**config.mk**
```make
export PLATFORM = sky130hd
export DESIGN_NAME = llc_device_flat
export DESIGN_NICKNAME = d
export VERILOG_FILES = /design/src/verilog/llc_pkg.sv /design/src/verilog/llc_link_if.sv /design/src/verilog/llc_checksum.sv /design/src/verilog/llc_device.sv /design/src/flat_wrapper.sv
export VERILOG_INCLUDE_DIRS = /design/src /design/src/verilog
export SDC_FILE = /design/constraint.sdc
export NUM_CORES = 2
export LEC_CHECK = 0
export ABC_AREA = 1
export BUFFER_PORTS_ARGS = -buffer_cell sky130_fd_sc_hd__buf_4
export CAP_MARGIN = 5
export CORE_ASPECT_RATIO = 1.4
export CORE_MARGIN = 2
export CORE_UTILIZATION = 55
export DETAILED_ROUTE_END_ITERATION = 10
export PLACE_DENSITY = 0.72
export SYNTH_ARGS = -nofsm -noshare
export SYNTH_HDL_FRONTEND = slang
export SYNTH_SLANG_ARGS = --single-unit
```
**constraint.sdc**
```tcl
create_clock -name core_clk -period 17.47 [get_ports core_clk]
set_clock_uncertainty 0.05 [all_clocks]
set_input_delay 3.494 -clock core_clk [delete_from_list [all_inputs] [get_ports core_clk]]
set_output_delay 3.494 -clock core_clk [all_outputs]
set_load 0.02 [all_outputs]
```
**src/verilog/llc_map.svh**
```systemverilog
// Frame identifiers, field positions, reset values and timing counts
`ifndef LLC_MAP_SVH
`define LLC_MAP_SVH
`define LLC_ID_CTRL_RD 8'h20
`define LLC_ID_CTRL_RSP 8'h50
`define LLC_ID_CTRL_WR 8'hA3
`define LLC_ID_COLOR_WR 8'h64
`define LLC_LEN_CTRL_RD 4'h2
`define LLC_LEN_CTRL_WR 4'h4
`define LLC_LEN_COLOR_WR 4'h8
`define LLC_READ_FILL 8'hFF
`define LLC_CTRL_RST 8'h01
`define LLC_BIT_CAL_EN 7
`define LLC_BIT_LIGHT 5
`define LLC_BIT_SINGLE 7
`define LLC_CAL_SHIFT 7
`define LLC_UPD_NOW 2'h0
`define LLC_UPD_STORE 2'h1
`define LLC_UPD_HELD 2'h2
`define LLC_RSP_TIMEOUT_NS 2000
`define LLC_RSP_TIMEOUT_CYC (`LLC_RSP_TIMEOUT_NS / 8)
`define LLC_REG_CMD 3'h0
`define LLC_REG_GROUP 3'h1
`define LLC_REG_PAY0 3'h2
`define LLC_REG_PAY1 3'h3
`define LLC_REG_STATUS 3'h4
`define LLC_CMD_GO 31
`define LLC_CMD_BROAD 6
`endif

```
**src/verilog/llc_pkg.sv**
```systemverilog
// Types shared by both ends of the LED control command link
`default_nettype none
package llc_pkg;
	typedef enum logic [1:0] {
		LLC_TX_IDLE = 2'b00,
		LLC_TX_D1 = 2'b01,
		LLC_TX_D2 = 2'b10,
		LLC_TX_CHK = 2'b11
	} llc_tx_t;
	typedef enum logic [1:0] {
		LLC_M_IDLE = 2'b00,
		LLC_M_SEND = 2'b01,
		LLC_M_WAIT = 2'b10
	} llc_mstate_t;
	typedef enum logic [1:0] {
		LLC_K_CTRL_RD = 2'b00,
		LLC_K_CTRL_WR = 2'b01,
		LLC_K_COLOR_WR = 2'b10
	} llc_kind_t;
	typedef struct packed {
		logic [7:0] sum;
	} llc_chk_t;
endpackage : llc_pkg
`default_nettype wire

```
**src/verilog/llc_link_if.sv**
```systemverilog
// Byte-level frame link between master and LED node
`timescale 1ns/1ns
`default_nettype none
interface llc_link_if;
	logic [7:0] mData;
	logic mValid;
	logic mStart;
	logic mEnd;
	logic [7:0] sData;
	logic sValid;
	logic sEnd;
	modport dev (input mData, input mValid, input mStart, input mEnd, output sData, output sValid, output sEnd);
	modport mst (output mData, output mValid, output mStart, output mEnd, input sData, input sValid, input sEnd);
endinterface : llc_link_if
`default_nettype wire

```
**src/verilog/llc_checksum.sv**
```systemverilog
// Classic checksum accumulator: carry-wrapped sum, inverted on output
`timescale 1ns/1ns
`default_nettype none
module llc_checksum (
	input wire logic core_clk,
	input wire logic rst,
	input wire logic clear,
	input wire logic add,
	input wire logic [7:0] data,
	output logic [7:0] check
);
	llc_pkg::llc_chk_t s;
	llc_pkg::llc_chk_t next_s;
	logic [8:0] wide;

	// Clear then add in one cycle starts a fresh sum
	always_comb
	begin
		next_s = s;
		if (clear)
			next_s.sum = 8'h00;
		wide = {1'b0, next_s.sum} + {1'b0, data};
		if (add)
			next_s.sum = wide[7:0] + {7'h00, wide[8]};
	end

	always_ff @(posedge core_clk)
	begin
		if (rst)
			s <= '0;
		else
			s <= next_s;
	end

	assign check = ~s.sum;
endmodule : llc_checksum
`default_nettype wire

```
**src/verilog/llc_device.sv**
```systemverilog
// LED node end: decodes control and colour frames, answers control reads
`timescale 1ns/1ns
`default_nettype none
`include "llc_map.svh"

// Behaviour
// - master reads control with address and filler
// - reply carries address and control byte
// - classic checksum over data bytes only
// - write control takes data byte four
// - select bit low means group addressing
// - group match on programmed group identifier
// - single node match on node address
// - control settings apply at once
// - calibration off loads colours unchanged
// - calibration on passes colours through matrix
// - colour frame field layout
// - mode 00 applies, 11 discards
// - mode 01 stores in holding buffer
// - mode 10 applies held colours
module llc_device (
	input wire logic core_clk,
	input wire logic rst,
	llc_link_if.dev lnk,
	input wire logic [5:0] nodeAddress,
	input wire logic [3:0] programmed_group_identifier,
	input wire logic [71:0] calCoef,
	output logic calEnable,
	output logic modulation_frequency_select,
	output logic global_light_switch,
	output logic thermal_control,
	output logic channel_1_enable,
	output logic channel_2_enable,
	output logic channel_3_enable,
	output logic [23:0] modValue,
	output logic [5:0] fadeTime,
	output logic fadeEnable,
	output logic fadeSlope,
	output logic [3:0] intensity
);
	// ****************************************
	// State
	// ****************************************
	typedef struct packed {
		logic rxActive;
		logic [3:0] cnt;
		logic [7:0] id;
		logic [7:0][7:0] buf_;
		logic [7:0] ctrl;
		logic [23:0] hold;
		logic [23:0] mods;
		logic [5:0] fadeTime;
		logic fadeOn;
		logic fadeSlope;
		logic [3:0] intensity;
		llc_pkg::llc_tx_t tx;
		logic [7:0] sData;
		logic sValid;
		logic sEnd;
	} llc_dev_t;

	llc_dev_t s;
	llc_dev_t next_s;
	logic [7:0] rxCheck;
	logic [7:0] txCheck;
	logic rxClear;
	logic rxAdd;
	logic txClear;
	logic txAdd;
	logic [7:0] txByte;

	// Weighted sum of the three inputs for one channel, saturated
	function automatic logic [7:0] calMix(input logic [71:0] k, input logic [23:0] c, input logic [1:0] row);
		logic [17:0] acc;
		acc = 18'h00000;
		// Widen first: an 8-bit product would lose its upper byte inside the concatenation
		for (int j = 0; j < 3; j++)
			acc = acc + {2'h0, 16'(k[(3 * row + j) * 8 +: 8]) * 16'(c[j * 8 +: 8])};
		acc = acc >> `LLC_CAL_SHIFT;
		calMix = (acc[17:8] != 10'h000) ? 8'hFF : acc[7:0];
	endfunction : calMix

	// Colour path into the modulation registers
	function automatic logic [23:0] toMod(input logic calOn, input logic [71:0] k, input logic [23:0] c);
		toMod = c;
		if (calOn)
			toMod = {calMix(k, c, 2'h2), calMix(k, c, 2'h1), calMix(k, c, 2'h0)};
	endfunction : toMod

	// ****************************************
	// Checksums for receive and reply
	// ****************************************
	llc_checksum rxSum (
		.core_clk(core_clk),
		.rst(rst),
		.clear(rxClear),
		.add(rxAdd),
		.data(lnk.mData),
		.check(rxCheck)
	);

	llc_checksum txSum (
		.core_clk(core_clk),
		.rst(rst),
		.clear(txClear),
		.add(txAdd),
		.data(txByte),
		.check(txCheck)
	);

	// ****************************************
	// Frame decode and execution
	// ****************************************
	always_comb
	begin
		logic hit;
		logic chkOk;
		logic [15:0] groups;
		logic [1:0] mode;
		logic [23:0] colours;
		hit = 1'b0;
		chkOk = 1'b0;
		groups = 16'h0000;
		mode = 2'h0;
		colours = 24'h000000;
		next_s = s;
		next_s.sValid = 1'b0;
		next_s.sEnd = 1'b0;
		rxClear = 1'b0;
		rxAdd = lnk.mValid && !lnk.mStart && !lnk.mEnd && s.rxActive;
		txClear = 1'b0;
		txAdd = 1'b0;
		txByte = 8'h00;

		if (lnk.mValid && lnk.mStart)
		begin
			next_s.rxActive = 1'b1;
			next_s.id = lnk.mData;
			next_s.cnt = 4'h0;
			rxClear = 1'b1;
		end
		else if (rxAdd)
		begin
			if (s.cnt < 4'h8)
				next_s.buf_[s.cnt[2:0]] = lnk.mData;
			if (s.cnt < 4'h9)
				next_s.cnt = s.cnt + 4'h1;
		end
		else if (lnk.mValid && lnk.mEnd && s.rxActive)
		begin
			next_s.rxActive = 1'b0;
			chkOk = (lnk.mData == rxCheck);
			groups = {s.buf_[2], s.buf_[1]};
			if (s.buf_[0][`LLC_BIT_SINGLE])
				hit = (s.buf_[0][5:0] == nodeAddress);
			else
				hit = groups[programmed_group_identifier];
			mode = s.buf_[3][7:6];
			// colours in data bytes six to eight
			colours = {s.buf_[7], s.buf_[6], s.buf_[5]};

			// request must carry marker bits and filler
			if (chkOk && s.id == `LLC_ID_CTRL_RD && s.cnt == `LLC_LEN_CTRL_RD
				&& s.buf_[0][7:6] == 2'b11 && s.buf_[0][5:0] == nodeAddress
				&& s.buf_[1] == `LLC_READ_FILL && s.tx == llc_pkg::LLC_TX_IDLE)
			begin
				next_s.tx = llc_pkg::LLC_TX_D1;
				next_s.sValid = 1'b1;
				next_s.sData = `LLC_ID_CTRL_RSP;
				txClear = 1'b1;
			end
			if (chkOk && hit && s.id == `LLC_ID_CTRL_WR && s.cnt == `LLC_LEN_CTRL_WR)
			begin
				next_s.ctrl = {s.buf_[3][7:1], 1'b1};
			end
			if (chkOk && hit && s.id == `LLC_ID_COLOR_WR && s.cnt == `LLC_LEN_COLOR_WR)
			begin
				case (mode)
					`LLC_UPD_NOW:
						next_s.mods = toMod(s.ctrl[`LLC_BIT_CAL_EN], calCoef, colours);
					`LLC_UPD_STORE:
						next_s.hold = colours;
					`LLC_UPD_HELD:
						next_s.mods = toMod(s.ctrl[`LLC_BIT_CAL_EN], calCoef, s.hold);
					default:
						next_s.mods = s.mods;
				endcase
				// fade and intensity only with an update
				if (mode == `LLC_UPD_NOW || mode == `LLC_UPD_HELD)
				begin
					next_s.fadeTime = s.buf_[3][5:0];
					next_s.fadeOn = s.buf_[4][7];
					next_s.fadeSlope = s.buf_[4][6];
					next_s.ctrl[`LLC_BIT_LIGHT] = s.buf_[4][5];
					next_s.intensity = s.buf_[4][3:0];
				end
			end
		end

		// Reply bytes leave one per cycle after the identifier
		case (s.tx)
			llc_pkg::LLC_TX_D1:
			begin
				txByte = {2'b11, nodeAddress};
				txAdd = 1'b1;
				next_s.sValid = 1'b1;
				next_s.sData = txByte;
				next_s.tx = llc_pkg::LLC_TX_D2;
			end
			llc_pkg::LLC_TX_D2:
			begin
				// control byte with bit zero set
				txByte = s.ctrl;
				txAdd = 1'b1;
				next_s.sValid = 1'b1;
				next_s.sData = txByte;
				next_s.tx = llc_pkg::LLC_TX_CHK;
			end
			llc_pkg::LLC_TX_CHK:
			begin
				next_s.sValid = 1'b1;
				next_s.sEnd = 1'b1;
				next_s.sData = txCheck;
				next_s.tx = llc_pkg::LLC_TX_IDLE;
			end
			default:
				next_s.tx = next_s.tx;
		endcase
	end

	// Single register stage for all state
	always_ff @(posedge core_clk)
	begin
		if (rst)
		begin
			s <= '0;
			s.ctrl <= `LLC_CTRL_RST;
		end
		else
			s <= next_s;
	end

	// ****************************************
	// Outputs
	// ****************************************
	assign lnk.sData = s.sData;
	assign lnk.sValid = s.sValid;
	assign lnk.sEnd = s.sEnd;
	assign calEnable = s.ctrl[7];
	assign modulation_frequency_select = s.ctrl[6];
	assign global_light_switch = s.ctrl[5];
	assign thermal_control = s.ctrl[4];
	assign channel_3_enable = s.ctrl[3];
	assign channel_2_enable = s.ctrl[2];
	assign channel_1_enable = s.ctrl[1];
	assign modValue = s.mods;
	assign fadeTime = s.fadeTime;
	assign fadeEnable = s.fadeOn;
	assign fadeSlope = s.fadeSlope;
	assign intensity = s.intensity;
endmodule : llc_device
`default_nettype wire

```
**src/flat_wrapper.sv**
```systemverilog
// flat-port wrapper written by rule: the top's interface ports become plain ports
module llc_device_flat 
  (core_clk, rst, nodeAddress, programmed_group_identifier, calCoef, calEnable, modulation_frequency_select, global_light_switch, thermal_control, channel_1_enable, channel_2_enable, channel_3_enable, modValue, fadeTime, fadeEnable, fadeSlope, intensity, lnk_mData, lnk_mValid, lnk_mStart, lnk_mEnd, lnk_sData, lnk_sValid, lnk_sEnd);
  llc_link_if lnk_i ();
  input wire logic core_clk;
  input wire logic rst;
  input wire logic [5:0] nodeAddress;
  input wire logic [3:0] programmed_group_identifier;
  input wire logic [71:0] calCoef;
  output logic calEnable;
  output logic modulation_frequency_select;
  output logic global_light_switch;
  output logic thermal_control;
  output logic channel_1_enable;
  output logic channel_2_enable;
  output logic channel_3_enable;
  output logic [23:0] modValue;
  output logic [5:0] fadeTime;
  output logic fadeEnable;
  output logic fadeSlope;
  output logic [3:0] intensity;
  input wire logic [$bits(lnk_i.mData)-1:0] lnk_mData;
  input wire logic [$bits(lnk_i.mValid)-1:0] lnk_mValid;
  input wire logic [$bits(lnk_i.mStart)-1:0] lnk_mStart;
  input wire logic [$bits(lnk_i.mEnd)-1:0] lnk_mEnd;
  output wire logic [$bits(lnk_i.sData)-1:0] lnk_sData;
  output wire logic [$bits(lnk_i.sValid)-1:0] lnk_sValid;
  output wire logic [$bits(lnk_i.sEnd)-1:0] lnk_sEnd;
  assign lnk_i.mData = lnk_mData;
  assign lnk_i.mValid = lnk_mValid;
  assign lnk_i.mStart = lnk_mStart;
  assign lnk_i.mEnd = lnk_mEnd;
  assign lnk_sData = lnk_i.sData;
  assign lnk_sValid = lnk_i.sValid;
  assign lnk_sEnd = lnk_i.sEnd;
  llc_device u_core (.core_clk(core_clk), .rst(rst), .lnk(lnk_i), .nodeAddress(nodeAddress), .programmed_group_identifier(programmed_group_identifier), .calCoef(calCoef), .calEnable(calEnable), .modulation_frequency_select(modulation_frequency_select), .global_light_switch(global_light_switch), .thermal_control(thermal_control), .channel_1_enable(channel_1_enable), .channel_2_enable(channel_2_enable), .channel_3_enable(channel_3_enable), .modValue(modValue), .fadeTime(fadeTime), .fadeEnable(fadeEnable), .fadeSlope(fadeSlope), .intensity(intensity));
endmodule
```
Word level (Yosys, flattened, before mapping)
Cells that the tools add are included.

storage, ports and cells
  input bits = 95
  flip-flop bits (word level) = 172

operators by class
  bitwise operators = 4
  order comparisons = 5
  eq/ne operators = 18
  add/sub/neg operators = 17
  muxes and demuxes = 44
  multipliers = 18
  reductions and logical operators = 44

operators with widths
  cell                number
  $mul 8x8->16        18
  $add 18x16->18      6
  $add 16x16->17      6
  $mux 8              11
  $bwmux 64           1
  $reduce_bool 10->1  6
  $mux 24             2
  $pmux 24 s2         1
  $mux 11             4
  $pmux 9 s3          1
  $demux 8 s3         1
  $add 8x8->9         2
  $logic_and 1x1->1   18
  $add 8x1->8         2
  $eq 8x8->1 const B  2
  $mux 1              16
  $not 8->8           2
  $pmux 8 s2          1
  $reduce_and 5->1    3
  $eq 2x2->1 const B  4
  $eq 8x6->1 const B  1
  $eq 8x7->1 const B  1
  $eq 8x8->1          1
  $lt 4x4->1 const B  2
  other kinds (26)    38

Depth between registers and ports, before layout
  word-level depth = 16
  gate-level depth with buffers = 46
  mapped depth without buffers = 44

Cells and area by module
A second synthesis with hierarchy kept.

second synthesis, totals
  cell total of the unflattened synthesis = 7340
  area total of the unflattened synthesis = 53010.8 um^2

modules (own cells, without submodules)
  module        instances  cells an instance  sequential area each (um^2)  area an instance (um^2)
  llc_device    1          7034               3103.0                       51194.1
  llc_checksum  2          153                160.2                        908.4

Worst setup path before layout
No wires, ideal clock.

  path type = input-to-reg
  from = input port calCoef[28]
  to = register u_core.s, in the netlist u_core.modValue[10]
  stages on the path = 38
  library setup time = 0.117 ns
  path buffers = 2
  arrival = 11.564 ns
  setup slack = 5.739 ns
  cell sequence = clkbuf_1 > clkbuf_1 > nand2_1 > fa_1 > fa_1 > fa_1 > inv_1 > fa_1 > fa_1 > inv_1 > fa_1 > inv_1 > ha_1 > nand2_1 > o21ai_0 > xor2_1 > fa_1 > fa_1 > [... 2 more ...] > inv_1 > fa_1 > inv_1 > ha_1 > nand2_1 > inv_1 > nand3_1 > or2_1 > nand2_1 > nand2_1 > nand3_1 > nand2_1 > nor2_2 > nand3_1 > nand2_1 > nand2_1 > nor2_1 > nor2_1

on the way
  cells in the longest elaborated chain, start to end = 7
  elaborated cells on any way between the ends = 13

ends and longest elaborated chain
  item                    line               source
  start: declaration      flat_wrapper.sv:9  input wire logic [71:0] calCoef;
  $mul 8x8->16            llc_device.sv:78   acc = acc + {2'h0, 16'(k[(3 * row + j) * 8 +: 8]) * 16'(c[j * 8 +: 8])};
  $add 16x16->17          llc_device.sv:78
  $add 18x16->18          llc_device.sv:78
  $reduce_bool 10->1      llc_device.sv:80   calMix = (acc[17:8] != 10'h000) ? 8'hFF : acc[7:0];
  $mux 8                  llc_device.sv:80
  $mux 24                 llc_device.sv:86   if (calOn)
  $pmux 24 s2 (*)         llc_device.sv:178  case (mode)
  end signal: assignment  llc_device.sv:240  s <= next_s;
  end: declaration        llc_device.sv:62   llc_dev_t s;

Every way passes the cells marked *; elsewhere a longest branch is shown, timed or not.
A chain may end at the register's enable or synchronous reset.

Final worst setup path
  from = input port calCoef[29]
  to = register u_core.s, in the netlist u_core.modValue[15]

The elaborated chain is that of the path after synthesis.

==> out/metrics.cfg <==
[worst_setup_path]
cp_common_cell = fa_1
critPathLaunchType = input port
slowest_stage = xor2_1
cpPeakStageDelay_ps = 550
cp_max_fo = 16
path_class = in -> reg
regToRegEndpoint = u_core.modValue[15]
cp.arrival_ps = 12320
reg2regPathDepth = 37
reg2reg_slack_ps = 7940
cp-end-kind = register
r2r_start = u_core.s[121]
worstPathRequired_ps = 17780

[cts]
cts-hold-fix-buffers = 0
clkTransAtPathRegs_ps = 80
clk_latency_ps = 470
root_buffer = clkbuf_16
cts.htree.levels = 4
clock_path_buffers = 2
cts_tree = built
cts.sinks = 171
postCtsResizedCells = 0
numCtsBuffers = 17
post-cts-setup-buffer-count = 0

[sta]
rsz0062_at_grt = no
worstMarginPinSlew_ps = 1211
timing.setup.tns_ps = 0
slew_viol_final = 0
setup_slack_ps = 5459
layout_min_cycle_time_ps = 12010
slew_headroom = 0.1920
hold_viol = 0
setup-violations-final = 0
clock.fmax_mhz = 83.26
timing.hold.ws_ps = 406.9
fin_crit_sh = 0.6875

[synthesis]
ys_types = 43
yosys-top-cells-area = fa_1 33%, inv_1 15%, ha_1 15%, nand2_1 12%, dfxtp_1 6.5%
yosysTopAreaCell = fa_1
syn_inst = 7388
syn_avg_cell_area_um2 = 7.127
ys_seq_elements = 171
async_flop_share = 0
ys.flop_type = dfxtp_1
yosysSeqAreaShare = 0.06502
netlist_area_mm2 = 0.05265
synth_edf_count = 0
synth_top_cell_area_share = 0.3338
syn-num-nets = 8995
synth_warnings = 0

[finish]
area_growth_pct = 3.743
fin_nets = 8820
finalCoreUtilization = 0.5746
finalNonFillerCells = 8454
drive_above_1_share = 0.03557
finalInstanceArea_mm2 = 0.05462
fillCellCount = 9074

[flow_run]
cap_violations = 0

[detailed_routing]
via_count = 44390
avgViaCountPerCell = 5.251
drtPass1Iterations = 6
drc = 0
ant_nets = 0
wl_mm = 148.2
drt_iter0_drc = 2972
wl_per_cell_um = 17.53

[global_route]
grt_pass1_wl_mm = 238.9
antenna_found_initial = 10
grt_pass1_vias = 45810
grt_max_degree = 95
grt_overflow_total = 0
grt_usage = 0.3102

[placement]
dp.cells = 8418
gp_congestion = 0.9422
io_buffers = 147
dp_hpwl_mm = 117.9
dpl_worst_slack_ps = 4930
place_area_mm2 = 0.05398

[die]
pin_count = 148
die_w_um = 265.5
die_area_mm2 = 0.09826
die_y_um = 370.1
rows = 134
core_region_area_mm2 = 0.09506
initial_core_util = 0.5539

[pwr]
totalPowerFinal_mw = 1.092
p_leak_nw = 34.11
power_density_mw_per_mm2 = 19.98
peakVddDrop_mv = 0.07708

[min_path]
min_delay_path_depth = 2
min_to = u_core.intensity[0]
holdCritPathClass = reg -> reg
hp-start = u_core.s[112]

[status]
status = complete, no violations

layout by cell type (no fill, tap or decap), types with 3 or more instances in the layout:
| cell type | Yosys | layout |
|---|---|---|
| nand2_1 | 1726 | 1726 |
| nand4_1 | 30 | 30 |
| inv_1 | 2174 | 2173 |
| o21ai_0 | 231 | 231 |
| xnor2_1 | 43 | 43 |
| a211oi_1 | 31 | 31 |
| buf_4 | 49 | 202 |
| clkbuf_16 | 0 | 17 |
| and2_1 | 4 | 4 |
| o211ai_1 | 6 | 6 |
| nor3_1 | 25 | 25 |
| nor2_2 | 7 | 7 |
| ha_1 | 634 | 634 |
| nand3b_1 | 10 | 10 |
| clkinv_1 | 5 | 5 |
| diode_2 | 0 | 4 |
| nand3_1 | 155 | 155 |
| a21oi_1 | 262 | 262 |
| clkinv_8 | 0 | 4 |
| or2_2 | 6 | 6 |
| a21o_1 | 13 | 13 |
| nor2_1 | 425 | 425 |
| o21bai_1 | 15 | 15 |
| o21ai_1 | 3 | 3 |
| nor2b_1 | 5 | 5 |
| o2111ai_1 | 6 | 6 |
| xor2_1 | 86 | 86 |
| inv_8 | 0 | 4 |
| fa_1 | 878 | 878 |
| nor4_1 | 15 | 15 |
| dfxtp_1 | 171 | 170 |
| inv_6 | 0 | 4 |
| a31oi_1 | 10 | 10 |
report_power, final:
part | switching (mW) | internal [mW] | total [mW]
registers | 0.0116 | 0.410 | 0.422
clock network | 0.200 | 0.213 | 0.412
logic | 0.184 | 0.0734 | 0.257
total | 0.395 | 0.696 | 1.09
area by class of cell:
cell class / instances / area, um2 / area share
Antenna cell: 4 / 10.01 / 0.0001832
Timing Repair Buffer: 202 / 1516 / 0.02776
Tap cell: 1224 / 1531 / 0.02804
Multi-Input combinational cell: 4641 / 39330 / 0.7200
Sequential cell: 171 / 3425 / 0.06269
Clock inverter: 14 / 191.4 / 0.003505
Inverter: 2180 / 8183 / 0.1498
Clock buffer: 18 / 439.2 / 0.008040
how the worst max path moves through the flow:
stage	startpoint	slack, ps	cells past startpoint	endpoint
5_1_grt	calCoef[29]	4930	37	u_core.modValue[8]
6_report	calCoef[29]	5460	37	u_core.modValue[15]
2_1_floorplan	calCoef[28]	5740	38	u_core.modValue[10]
3_3_place_gp	calCoef[29]	5150	37	u_core.modValue[9]
4_1_cts	calCoef[29]	5420	37	u_core.modValue[15]
3_5_place_dp	calCoef[29]	4930	37	u_core.modValue[9]
sequential cells by signal, indices dropped and copies added, names as in the netlist:
name                                flops
u_core.lnk.sData                        8
u_core.fadeEnable                       1
u_core.s                              102
u_core.lnk.sValid                       1
u_core.modValue                        24
u_core.channel_3_enable                 1
u_core.channel_1_enable                 1
u_core.global_light_switch              1
u_core.modulation_frequency_select      1
u_core.fadeSlope                        1
u_core.thermal_control                  1
u_core.lnk.sEnd                         1
u_core.rxSum.s                          8
u_core.intensity                        4
u_core.calEnable                        1
u_core.channel_2_enable                 1
u_core.fadeTime                         6
u_core.txSum.s                          8
Yosys cell counts, types with 3 or more instances:
| library cell | number |
|---|---|
| o21ai_0 | 231 |
| o211ai_1 | 6 |
| clkbuf_1 | 325 |
| a21oi_1 | 262 |
| o21bai_1 | 15 |
| buf_4 | 49 |
| a211oi_1 | 31 |
| nor2_1 | 425 |
| nand4_1 | 30 |
| buf_6 | 4 |
| o21ai_1 | 3 |
| dfxtp_1 | 171 |
| nor2b_1 | 5 |
| nor4_1 | 15 |
| fa_1 | 878 |
| nand3b_1 | 10 |
| or2_2 | 6 |
| buf_1 | 3 |
| inv_1 | 2174 |
| xnor2_1 | 43 |
| ha_1 | 634 |
| a31oi_1 | 10 |
| nand2_1 | 1726 |
| a21o_1 | 13 |
| nand3_1 | 155 |
| o2111ai_1 | 6 |
| buf_2 | 14 |
| nor2_2 | 7 |
| xor2_1 | 86 |
| nor3_1 | 25 |
| clkinv_1 | 5 |
| and2_1 | 4 |
cells by family (layout without fill, tap and decap cells):
kind of cell	count (synthesis)	count (layout)	synth area share
adder cells (fa/ha/maj)	1512	1512	0.4845
flip-flops	171	171	0.06502
buffers and inverters	2576	2414	0.1881
XOR/XNOR	129	129	0.02146
AND/OR/NAND/NOR	2416	2416	0.1814
AO/OA/AOI/OAI	584	584	0.05957
other	0	4	0
routing by layer:
metal | vias up | global-route usage | routed length (um)
met4 | 10 | 0.1537 | 8268
met1 | 21620 | 0.3672 | 56890
met2 | 1481 | 0.5542 | 73690
met3 | 388 | 0.03809 | 9239
met5 | - | 0 | 72
li1 | 20900 | - | -
critical path, delay by kind of cell:
family / cells / cell delay, ps
AOI/OAI and AO/OA: 1 / 350
xor gates and xnor gates: 1 / 550
adders and majority gates: 12 / 5780
buffers and inverters: 9 / 610
and+or+nand+nor: 14 / 1510
(Power assumes the default switching activity.)
